$ cat config.mk
export PLATFORM = sky130hd
export DESIGN_NAME = acfpc_filter
export DESIGN_NICKNAME = d
export VERILOG_FILES = /design/src/rtl/acfpc_pkg.sv /design/src/rtl/acfpc_filter.sv
export SDC_FILE = /design/constraint.sdc
export NUM_CORES = 2
export LEC_CHECK = 0
export BUFFER_PORTS_ARGS = -buffer_cell sky130_fd_sc_hd__buf_2
export CAP_MARGIN = 10
export CORE_MARGIN = 1
export CORE_UTILIZATION = 25
export CTS_CLUSTER_DIAMETER = 120
export DETAILED_ROUTE_END_ITERATION = 8
export HOLD_SLACK_MARGIN = 0.02
export SLEW_MARGIN = 20
export SYNTH_ARGS = -nofsm -noshare
export SYNTH_HDL_FRONTEND = slang
export SYNTH_SLANG_ARGS = --single-unit
$ cat constraint.sdc
create_clock -name ref_clk -period 56.2 [get_ports ref_clk]
set_input_delay 5.62 -clock ref_clk [delete_from_list [all_inputs] [get_ports ref_clk]]
set_output_delay 5.62 -clock ref_clk [all_outputs]
set_load 0.02 [all_outputs]
$ cat src/rtl/acfpc_pkg.sv
// Shared constants and state types for the channel filter and phase block.
// Assumes one clock domain and a plain register port with one-cycle read latency.
package acfpc_pkg;
  localparam int NCH = 3;
  localparam int ACC_W = 32;
  localparam int DATA_W = 24;
  localparam int PH_W = 10;
  localparam int HPY_W = 48;
  localparam int FRAC_W = 16;
  localparam int ADDR_W = 8;
  // Register byte addresses
  localparam logic [7:0] ADDR_GLOBAL = 8'h00;
  localparam logic [7:0] ADDR_CHCFG0 = 8'h04;
  localparam logic [7:0] ADDR_DATA0 = 8'h10;
  localparam logic [7:0] ADDR_STATUS = 8'h1C;
  // Field positions
  localparam int OSR_LSB = 0;
  localparam int HP_LSB = 4;
  localparam int SEL_LSB = 0;
  localparam int BYP_BIT = 2;
  localparam int PH_LSB = 16;
  // Ratio codes: 0..4 give 64..1024, 5 and above give 4096
  localparam logic [2:0] OSR_CODE_4096 = 3'h5;
  localparam logic [3:0] OSR_LOG2_MIN = 4'h6;
  localparam logic [3:0] OSR_LOG2_S3MAX = 4'hA;
  localparam logic [2:0] RST_OSR = 3'h4;
  localparam logic [3:0] RST_HP = 4'h0;
  localparam logic [1:0] SINC1_LAST = 2'h3;
  localparam int DATA_SHIFT = 7;
  localparam int SINC1_SHIFT = 2;
  // Input select codes; 3 behaves as normal
  localparam logic [1:0] SEL_NORMAL = 2'h0;
  localparam logic [1:0] SEL_TEST_POS = 2'h1;
  localparam logic [1:0] SEL_TEST_NEG = 2'h2;

  typedef struct packed {
    logic [1:0] sel;
    logic hp_byp;
    logic [PH_W-1:0] phase;
    logic [ACC_W-1:0] i1;
    logic [ACC_W-1:0] i2;
    logic [ACC_W-1:0] i3;
    logic [ACC_W-1:0] d1;
    logic [ACC_W-1:0] d2;
    logic [ACC_W-1:0] d3;
    logic [ACC_W+1:0] acc4;
    logic [1:0] grp;
    logic [DATA_W-1:0] hp_x1;
    logic [HPY_W-1:0] hp_y;
    logic [DATA_W-1:0] data;
    logic valid;
    logic fresh;
  } acfpc_chan_t;

  typedef struct packed {
    logic [2:0] osr_sel;
    logic [3:0] hp_sel;
    logic [PH_W-1:0] mod_cnt;
    logic [31:0] rdata;
    logic ready_n;
    acfpc_chan_t [NCH-1:0] ch;
  } acfpc_state_t;

  // Clamp a wide signed value into the output word
  function automatic logic [DATA_W-1:0] acfpc_sat(input logic signed [HPY_W-1:0] v);
    logic signed [HPY_W-1:0] hi;
    logic signed [HPY_W-1:0] lo;
    hi = HPY_W'((64'sd1 <<< (DATA_W - 1)) - 64'sd1);
    lo = -hi - HPY_W'(1);
    if (v > hi)
      return {1'b0, {(DATA_W-1){1'b1}}};
    else if (v < lo)
      return {1'b1, {(DATA_W-1){1'b0}}};
    else
      return v[DATA_W-1:0];
  endfunction
endpackage

$ cat src/rtl/acfpc_filter.sv
// Per-channel sinc decimation, DC-block high-pass, test-signal select and phase offset.
// Assumes modulator bits arrive synchronous to ref_clk, qualified by a one-cycle strobe.
//
// Contract
// (RQ1) Ratios up to 1024 decimate with a third-order sinc filter of length N.
// (RQ2) Frequency response is the cubed sinc shape set by N and modulator rate.
// (RQ3) Ratio 4096 uses sinc3 at 1024 followed by a four-tap sinc1.
// (RQ4) High-pass runs for any nonzero cutoff code; zero bypasses all channels.
// (RQ5) A per-channel bypass bit skips the high-pass even with nonzero cutoff.
// (RQ6) Cutoff code k sets coefficient a to two to the minus (k+1).
// (RQ7) High-pass updates once per output sample.
// (RQ8) Two-bit select feeds normal input or shared positive or negative test signal.
// (RQ9) Ten-bit signed phase offsets the window in modulator cycles.
// (RQ10) Phase range is -N/2 to N/2-1, or -512 to 511 above 1024.
// (RQ11) Out-of-range phase saturates to the nearest limit, never wraps.
// (RQ12) Each output word uses exactly N modulator samples.
// (RQ13) Equal phase settings give time-aligned windows on every channel.
// (RQ14) Phase settings move the moment result ready is asserted.
// (RQ15) Host handles whole-sample shifts below ratio 2048 by index offset.
// (RQ16) High-pass is first-order IIR, shift feedback, on 24-bit results.
// (RQ17) Select codes: 0 normal, 1 positive test, 2 negative test.
//
// Local design decisions: the address-and-strobe port and the placing of the registers.
`timescale 1ns/1ps
`default_nettype none

module acfpc_filter (
  // Clock and reset
  input wire logic ref_clk,
  input wire logic rst_b,
  // Modulator streams
  input wire logic mod_strobe,
  input wire logic [acfpc_pkg::NCH-1:0] mod_bits,
  input wire logic test_bit,
  // Register port
  input wire logic [acfpc_pkg::ADDR_W-1:0] reg_addr,
  input wire logic [31:0] reg_wdata,
  input wire logic reg_wr,
  input wire logic reg_rd,
  output logic [31:0] reg_rdata,
  // Results
  output logic [acfpc_pkg::NCH*acfpc_pkg::DATA_W-1:0] chan_data,
  output logic [acfpc_pkg::NCH-1:0] chan_valid,
  output logic result_ready_n
);

  acfpc_pkg::acfpc_state_t state_reg;
  acfpc_pkg::acfpc_state_t state_next;
  acfpc_pkg::acfpc_chan_t chan_next [acfpc_pkg::NCH]; // Unpacked: one owner process per element
  logic [acfpc_pkg::NCH-1:0] fresh_all;
  logic [3:0] osr_log2;

  // Ratio as a power of two for the sinc3 stage; 4096 runs sinc3 at 1024
  assign osr_log2 = (state_reg.osr_sel >= acfpc_pkg::OSR_CODE_4096) ?
    acfpc_pkg::OSR_LOG2_S3MAX : acfpc_pkg::OSR_LOG2_MIN + {1'b0, state_reg.osr_sel};

  genvar gi;
  generate
    for (gi = 0; gi < acfpc_pkg::NCH; gi++)
    begin : g_chan
      logic signed [10:0] half;
      logic signed [10:0] ph_wide;
      logic signed [10:0] ph_eff;
      logic [10:0] mask;
      logic dump;
      logic in_bit;
      logic signed [acfpc_pkg::ACC_W-1:0] x;
      logic signed [acfpc_pkg::ACC_W-1:0] c1;
      logic signed [acfpc_pkg::ACC_W-1:0] c2;
      logic signed [acfpc_pkg::ACC_W-1:0] c3;
      logic signed [acfpc_pkg::ACC_W+1:0] norm;
      logic signed [acfpc_pkg::ACC_W+1:0] acc_sum;
      logic signed [acfpc_pkg::HPY_W-1:0] dec;
      logic signed [acfpc_pkg::HPY_W-1:0] xin;
      logic signed [acfpc_pkg::HPY_W-1:0] ynew;
      logic out_now;
      logic [4:0] k_shift;
      logic [7:0] cfg_addr;

      assign cfg_addr = acfpc_pkg::ADDR_CHCFG0 + 8'(4 * gi);

      // Per-channel next state; one instance of this logic per channel
      always_comb
      begin
        chan_next[gi] = state_reg.ch[gi];
        // (RQ10) limits follow the ratio
        half = 11'sd1 <<< (osr_log2 - 4'h1);
        ph_wide = {state_reg.ch[gi].phase[acfpc_pkg::PH_W-1], state_reg.ch[gi].phase};
        // (RQ11) clip, do not wrap
        if (ph_wide > half - 11'sd1)
          ph_eff = half - 11'sd1;
        else if (ph_wide < -half)
          ph_eff = -half;
        else
          ph_eff = ph_wide;
        // (RQ9) window start shifted by the phase in modulator cycles
        mask = (11'h001 << osr_log2) - 11'h001;
        // (RQ13) all channels count against one shared modulator counter
        dump = mod_strobe &&
          (((state_reg.mod_cnt ^ ph_eff[9:0]) & mask[9:0]) == 10'h000);
        // (RQ8) (RQ17) shared test source, inverted for the negative signal
        case (state_reg.ch[gi].sel)
          acfpc_pkg::SEL_TEST_POS: in_bit = test_bit;
          acfpc_pkg::SEL_TEST_NEG: in_bit = ~test_bit;
          default: in_bit = mod_bits[gi];
        endcase
        x = in_bit ? 32'sh00000001 : 32'shFFFFFFFF;
        c1 = '0;
        c2 = '0;
        c3 = '0;
        norm = '0;
        acc_sum = '0;
        dec = '0;
        xin = '0;
        ynew = '0;
        out_now = 1'b0;
        k_shift = 5'({1'b0, state_reg.hp_sel} + 5'h01);
        chan_next[gi].valid = 1'b0;
        // (RQ1) integrator chain at the modulator rate
        if (mod_strobe)
        begin
          chan_next[gi].i1 = state_reg.ch[gi].i1 + x;
          chan_next[gi].i2 = state_reg.ch[gi].i2 + chan_next[gi].i1;
          chan_next[gi].i3 = state_reg.ch[gi].i3 + chan_next[gi].i2;
        end
        // (RQ12) comb stage once per sinc3 window: N samples, or 1024 at ratio 4096
        if (dump)
        begin
          c1 = chan_next[gi].i3 - state_reg.ch[gi].d1;
          c2 = c1 - state_reg.ch[gi].d2;
          c3 = c2 - state_reg.ch[gi].d3;
          chan_next[gi].d1 = chan_next[gi].i3;
          chan_next[gi].d2 = c1;
          chan_next[gi].d3 = c2;
          // (RQ2) gain N cubed, scaled to the 1024 full scale
          norm = 34'(c3) <<< (5'h03 * (5'(acfpc_pkg::OSR_LOG2_S3MAX) - 5'(osr_log2)));
          if (state_reg.osr_sel >= acfpc_pkg::OSR_CODE_4096)
          begin
            // (RQ3) sinc1 sums four sinc3 results
            acc_sum = state_reg.ch[gi].acc4 + norm;
            chan_next[gi].grp = state_reg.ch[gi].grp + 2'h1;
            if (state_reg.ch[gi].grp == acfpc_pkg::SINC1_LAST)
            begin
              out_now = 1'b1;
              dec = 48'(acc_sum >>> (acfpc_pkg::DATA_SHIFT + acfpc_pkg::SINC1_SHIFT));
              chan_next[gi].acc4 = '0;
            end
            else
              chan_next[gi].acc4 = acc_sum;
          end
          else
          begin
            out_now = 1'b1;
            dec = 48'(norm >>> acfpc_pkg::DATA_SHIFT);
            chan_next[gi].acc4 = '0;
            chan_next[gi].grp = 2'h0;
          end
        end
        // (RQ7) high-pass steps only on a new output word
        if (out_now)
        begin
          xin = 48'(signed'(acfpc_pkg::acfpc_sat(dec)));
          // (RQ16) y = x - x1 + y1 - a*y1, y held with fraction bits
          ynew = ((xin - 48'(signed'(state_reg.ch[gi].hp_x1))) <<< acfpc_pkg::FRAC_W)
            + signed'(state_reg.ch[gi].hp_y)
            - (signed'(state_reg.ch[gi].hp_y) >>> k_shift);
          chan_next[gi].hp_x1 = xin[acfpc_pkg::DATA_W-1:0];
          chan_next[gi].hp_y = ynew;
          chan_next[gi].valid = 1'b1;
          // (RQ4) zero cutoff code and (RQ5) channel bypass skip the filter
          if (state_reg.hp_sel == 4'h0 || state_reg.ch[gi].hp_byp)
            chan_next[gi].data = xin[acfpc_pkg::DATA_W-1:0];
          else
            // (RQ6) a = 2^-(k+1) via the shift above
            chan_next[gi].data = acfpc_pkg::acfpc_sat(ynew >>> acfpc_pkg::FRAC_W);
        end
        // New word flag; a fresh word beats the collect that clears it
        if (fresh_all == '1)
          chan_next[gi].fresh = 1'b0;
        if (out_now)
          chan_next[gi].fresh = 1'b1;
        // Channel configuration writes
        if (reg_wr && reg_addr == cfg_addr)
        begin
          chan_next[gi].sel = reg_wdata[acfpc_pkg::SEL_LSB +: 2];
          chan_next[gi].hp_byp = reg_wdata[acfpc_pkg::BYP_BIT];
          chan_next[gi].phase = reg_wdata[acfpc_pkg::PH_LSB +: acfpc_pkg::PH_W];
        end
      end

      assign fresh_all[gi] = state_reg.ch[gi].fresh;
      assign chan_data[gi*acfpc_pkg::DATA_W +: acfpc_pkg::DATA_W] = state_reg.ch[gi].data;
      assign chan_valid[gi] = state_reg.ch[gi].valid;
    end
  endgenerate

  // Shared counter, global config, ready line and read mux
  always_comb
  begin
    state_next = state_reg;
    for (int i = 0; i < acfpc_pkg::NCH; i++)
    begin
      state_next.ch[i] = chan_next[i];
    end
    if (mod_strobe)
      state_next.mod_cnt = state_reg.mod_cnt + 10'h001;
    if (reg_wr && reg_addr == acfpc_pkg::ADDR_GLOBAL)
    begin
      state_next.osr_sel = reg_wdata[acfpc_pkg::OSR_LSB +: 3];
      state_next.hp_sel = reg_wdata[acfpc_pkg::HP_LSB +: 4];
    end
    state_next.rdata = 32'h00000000;
    if (reg_rd)
    begin
      if (reg_addr == acfpc_pkg::ADDR_GLOBAL)
        state_next.rdata = {24'h000000, state_reg.hp_sel, 1'b0, state_reg.osr_sel};
      else if (reg_addr == acfpc_pkg::ADDR_STATUS)
        state_next.rdata = {22'h000000, state_reg.mod_cnt};
      for (int i = 0; i < acfpc_pkg::NCH; i++)
      begin
        if (reg_addr == acfpc_pkg::ADDR_CHCFG0 + 8'(4 * i))
          state_next.rdata = {6'h00, state_reg.ch[i].phase, 13'h0000,
            state_reg.ch[i].hp_byp, state_reg.ch[i].sel};
        if (reg_addr == acfpc_pkg::ADDR_DATA0 + 8'(4 * i))
          state_next.rdata = {8'h00, state_reg.ch[i].data};
      end
      // A data read releases the ready line unless all channels are fresh in that cycle
      if (reg_addr >= acfpc_pkg::ADDR_DATA0 && reg_addr < acfpc_pkg::ADDR_STATUS)
        state_next.ready_n = 1'b1;
    end
    // (RQ14) ready follows the channel whose shifted window ends last
    if (fresh_all == '1)
      state_next.ready_n = 1'b0;
  end

  // State register with synchronous reset
  always_ff @(posedge ref_clk)
  begin
    if (!rst_b)
    begin
      state_reg <= '0;
      state_reg.osr_sel <= acfpc_pkg::RST_OSR;
      state_reg.hp_sel <= acfpc_pkg::RST_HP;
      state_reg.ready_n <= 1'b1;
    end
    else
      state_reg <= state_next;
  end

  assign reg_rdata = state_reg.rdata;
  assign result_ready_n = state_reg.ready_n;

endmodule // acfpc_filter

`default_nettype wire

; After elaboration in Yosys (flattened, before gate mapping)
; Cells that the tools add are included.
[classes]
magnitude_cmp = 21
div_mod_pow = 0
n_shift = 8
n_reduce_logical = 25
n_mul = 1
addsub = 41
eq_ne = 17
muxes = 76
bitwise_logic = 9
[ops]
columns = cell, count
row1 = $mux W24, 19
row2 = $mux W48, 9
row3 = $add A32 B32 Y32, 9
row4 = $sub A32 B32 Y32, 9
row5 = $mux W32, 6
row6 = $add A41 B48 Y48, 3
row7 = $gt A48 B24 Y1 const B, 3
row8 = $lt A48 B24 Y1 const B, 3
row9 = $sshr A48 B5 Y48, 3
row10 = $sub A48 B48 Y48, 3
row11 = $mux W26, 5
row12 = $mux W36, 3
row13 = $add A34 B34 Y34, 3
row14 = $mux W34, 3
row15 = $sshl A32 B5 Y34, 3
row16 = $gt A32 B24 Y1 const B, 3
row17 = $lt A32 B24 Y1 const B, 3
row18 = $mux W10, 8
row19 = $sub A24 B24 Y25, 3
row20 = $gt A10 B11 Y1, 3
row21 = $lt A10 B11 Y1, 3
row22 = $eq A8 B5 Y1 const B, 4
row23 = $and A10 B10 Y10, 3
row24 = $logic_not A10 Y1, 3
row25 = 33 further kinds, 81
[totals]
ram_bits = 0
latch_bits = 0
wordCells = 253
memories = 0
regBits = 1067
romBits = 0
input_bits = 49

; Depth between registers and ports, before layout
[depth]
depth_word = 26
depth_mapped = 122
depth_no_buf = 113

; Worst setup path before layout
; No wires, ideal clock.
[synth_path]
kind = input-to-reg
from = input port test_bit
to = register state_reg, in the netlist chan_data[14]
cell_stages = 110
path_buffers = 11
setup_slack_ns = 28.844
arrival_time_ns = 27.234
cell_sequence = buf_4 > mux2i_1 > a21oi_2 > clkbuf_1 > clkbuf_1 > buf_1 > clkbuf_1 > buf_1 > buf_1 > xnor2_1 > ha_1 > a21boi_0 > o2111ai_1 > a2111oi_0 > o31ai_1 > a2111oi_0 > a211o_1 > and3_1 > (+74 left out) > nor4_1 > fa_1 > inv_1 > ha_1 > a21o_1 > a21o_1 > nand2b_1 > or3_1 > o221ai_1 > nand3b_1 > xor2_1 > nor4_1 > nand4_1 > a2bb2oi_1 > clkbuf_1 > nor2_1 > nor2_1 > a221o_1
[synth_rtl]
columns = item, line_no
row1 = start: declaration, acfpc_filter.sv:34  ; input wire logic test_bit,
row2 = end signal: assignment, acfpc_filter.sv:247  ; state_reg <= state_next;
row3 = end: declaration, acfpc_filter.sv:47  ; acfpc_pkg::acfpc_state_t state_reg;

==> metrics <==
vias per cell=approximately 5.1; WP data arrival=roughly 31 ns; most used routing layer=met2; critical path peak fanout=64; synth warn=0; Cell Area, Synth=104400 um^2; endpoints failing hold=0; initial antenna violation count=25; slowest stage delay, CP=0.85 ns; vias in the first global route=89460; CTS Hold Buffers Added=0; met2 Usage GRT=a little under a quarter; # port buffers=135; DRC=0; FMAX=32.77 MHz; synth unique cells=115; Max Cap Viol=0; area occupied by multi-input gates=roughly 76000 um^2; GR Overflow Total=0; status=complete, no violations; Die Ht=648.1 um; # IOs=about 160; Slew headroom=25.17%; gpl congestion=0.9430; flop2flop setup slack=around 29 ns; Worst-Margin Slew=1.116 ns; kind of cell adding the most delay to the critical path=compound AO/OA/AOI/OAI gates; total core area=414300 um^2; H-tree depth=4; Net count, final=14630; first-pass GRT wire length=507.2 mm; proportion of layout cells with a drive suffix above 1=6.563%; Initial Utilization=between 20 and 30%; Startpoint Class=primary input; Largest register FFs=926; final WL=324.6 mm; setup_tns=0 ns; All-Layer GR Usage=approximately 15%; clock transition at the registers of the reported paths=0.06 ns; Worst setup EP type=register; Most used DFF post-synth=dfxtp_1; Iter 0 DRT Violations=between 7000 and 8000; Worst Path Buf+Inv=6; critical path type=in2reg; critical path's slowest cell=o211ai_1; Final ANT Viol Nets=0; Seq. cell area=approximately 21000 um^2; CTS sink count=1061; pin count of the biggest net entering global routing=161; flops & latches, synth=approximately 1100; drt pass-1 iters=6; Final period util=54.29%; Vias=98040; Die X=648.1 um; Num CTS Buffers=146; CTS tree=yes; met1 Usage GRT=20.22%; final setup vio count=0; Max Root-Sink Buffers=4; Final min period=30.51 ns; Area Overhead vs Synth=9.819%; post-DP HPWL=between 200 and 250 mm; met3 Usage GRT=between 2 and 2.5%; Avg Cell Area, Syn=roughly 7.5 um^2; die footprint=420100 um^2; wire per inst=16.98 um; WP data required=between 50 and 60 ns; asr flop ratio synth=0%; clk_lat worst skew=around 0.85 ns; Fill cells=45050; clock skew=0.09840 ns; number of synthesized flops with an enable pin=0; sequential fraction of the synthesis area=20.35%; post-CTS setup buffer count=0; Pins Over Slew Limit=0; cts repair resizes=0; root buffer selected by CTS=clkbuf_16; Worst path most repeated cell=a21oi_1; Post-Synthesis Cells=13970; RSZ-0062 raised after global routing=no; row count=236; HP Class=reg2reg
[path summary, 6_finish.rpt]
kind                                             startpoint                          end  cells after the start
worst max register to register  state_reg[338]$_SDFFE_PN0P_   chan_data[18]$_SDFFE_PN0P_                     97
worst min register to register  state_reg[888]$_SDFFE_PN0P_  state_reg[888]$_SDFFE_PN0P_                      2
worst max-delay path                               test_bit   chan_data[18]$_SDFFE_PN0P_                     97
worst min-delay path            state_reg[888]$_SDFFE_PN0P_  state_reg[888]$_SDFFE_PN0P_                      2
[synthesized netlist by cell type (91+ instances only)]
master,instances,share of area (%)
dfxtp_1,1061,20
mux2i_1,501,4.8
a21oi_1,1295,6.2
xnor2_1,570,4.8
ha_1,922,11
a211oi_1,292,2.1
nand3_1,301,1.4
or3_1,108,0.65
o211ai_1,91,0.65
and2_1,190,1.1
a31oi_1,139,0.83
o21ai_0,720,3.5
nor3_1,262,1.3
mux2_2,95,1.0
o21bai_1,100,0.72
a21o_1,270,1.9
buf_1,119,0.43
buf_4,114,0.82
inv_1,947,3.4
fa_1,117,2.2
xor2_1,269,2.3
o21a_1,190,1.4
nand2_1,1474,5.3
and3_1,101,0.61
clkbuf_1,585,2.1
nor2b_1,129,0.77
nor2_1,1446,5.2
nand2b_1,125,0.75
[layout by cell type (no fill, tap or decap), types with 299 or more instances in the layout]
| cell | count |
|---|---|
| nand2_1 | 1470 |
| nor2_1 | 1440 |
| a21oi_1 | 1295 |
| dfxtp_1 | 1058 |
| inv_1 | 943 |
| ha_1 | 921 |
| o21ai_0 | 720 |
| xnor2_1 | 565 |
| mux2i_1 | 500 |
| nand3_1 | 299 |
[through the flow]
stage               std cells  setup slack (ns)  hold slack [ns]  instance area (um^2)  util (%)
finish                  19120             25.69           0.4506                114600     27.67
global placement        18860             25.08           0.4421                109600     26.46
detailed placement      18860             25.05           0.4463                109600     26.46
CTS                     19110             25.77           0.4540                114600     27.66
global route            19110             23.84           0.4677                114600     27.66
floorplan               13970             28.84           0.4356                104400         -
[worst reg2reg max path: cells and delay by family, from the launching register on]
kind | cells | cell delay [ns]
simple gates | 23 | 5.53
buf+inv | 5 | 1.41
xor+xnor | 7 | 1.47
mux | 3 | 0.71
fa+ha+maj | 10 | 3.79
flops | 1 | 0.91
compound gates | 49 | 12.84
[kinds of logic after synthesis]
kind of cell | count (synthesis) | synth area share, %
and+or+nand+nor | 4505 | 19.62
buffers and inverters | 1813 | 6.980
other | 1 | 0.003593
muxes | 687 | 7.745
AOI/OAI and AO/OA | 4013 | 24.81
adders and majority gates | 1039 | 13.30
xor gates and xnor gates | 847 | 7.197
DFF | 1061 | 20.35
[final cells by class]
| type | instances | area share (%) |
|---|---|---|
| inverters | 959 | 3.154 |
| clock buffers | 190 | 3.588 |
| repair buffers | 272 | 1.526 |
| well taps | 5474 | 5.976 |
| flip-flops and latches | 1061 | 18.54 |
| multi-input cells | 11100 | 66.46 |
| diodes | 7 | 0.01528 |
| clock inverters | 58 | 0.7434 |
[per-layer routing]
layer  part of all wire [%]  vias to the layer above
li1                       -                    48720
met4                    4.2                       14
met3                    6.6                      612
met1                     46                    45920
met2                     43                     2778
met5                  0.033                        -
Power is not shown: default switching activity piles up to over one toggle a cycle in this logic, so the estimate is an artifact.
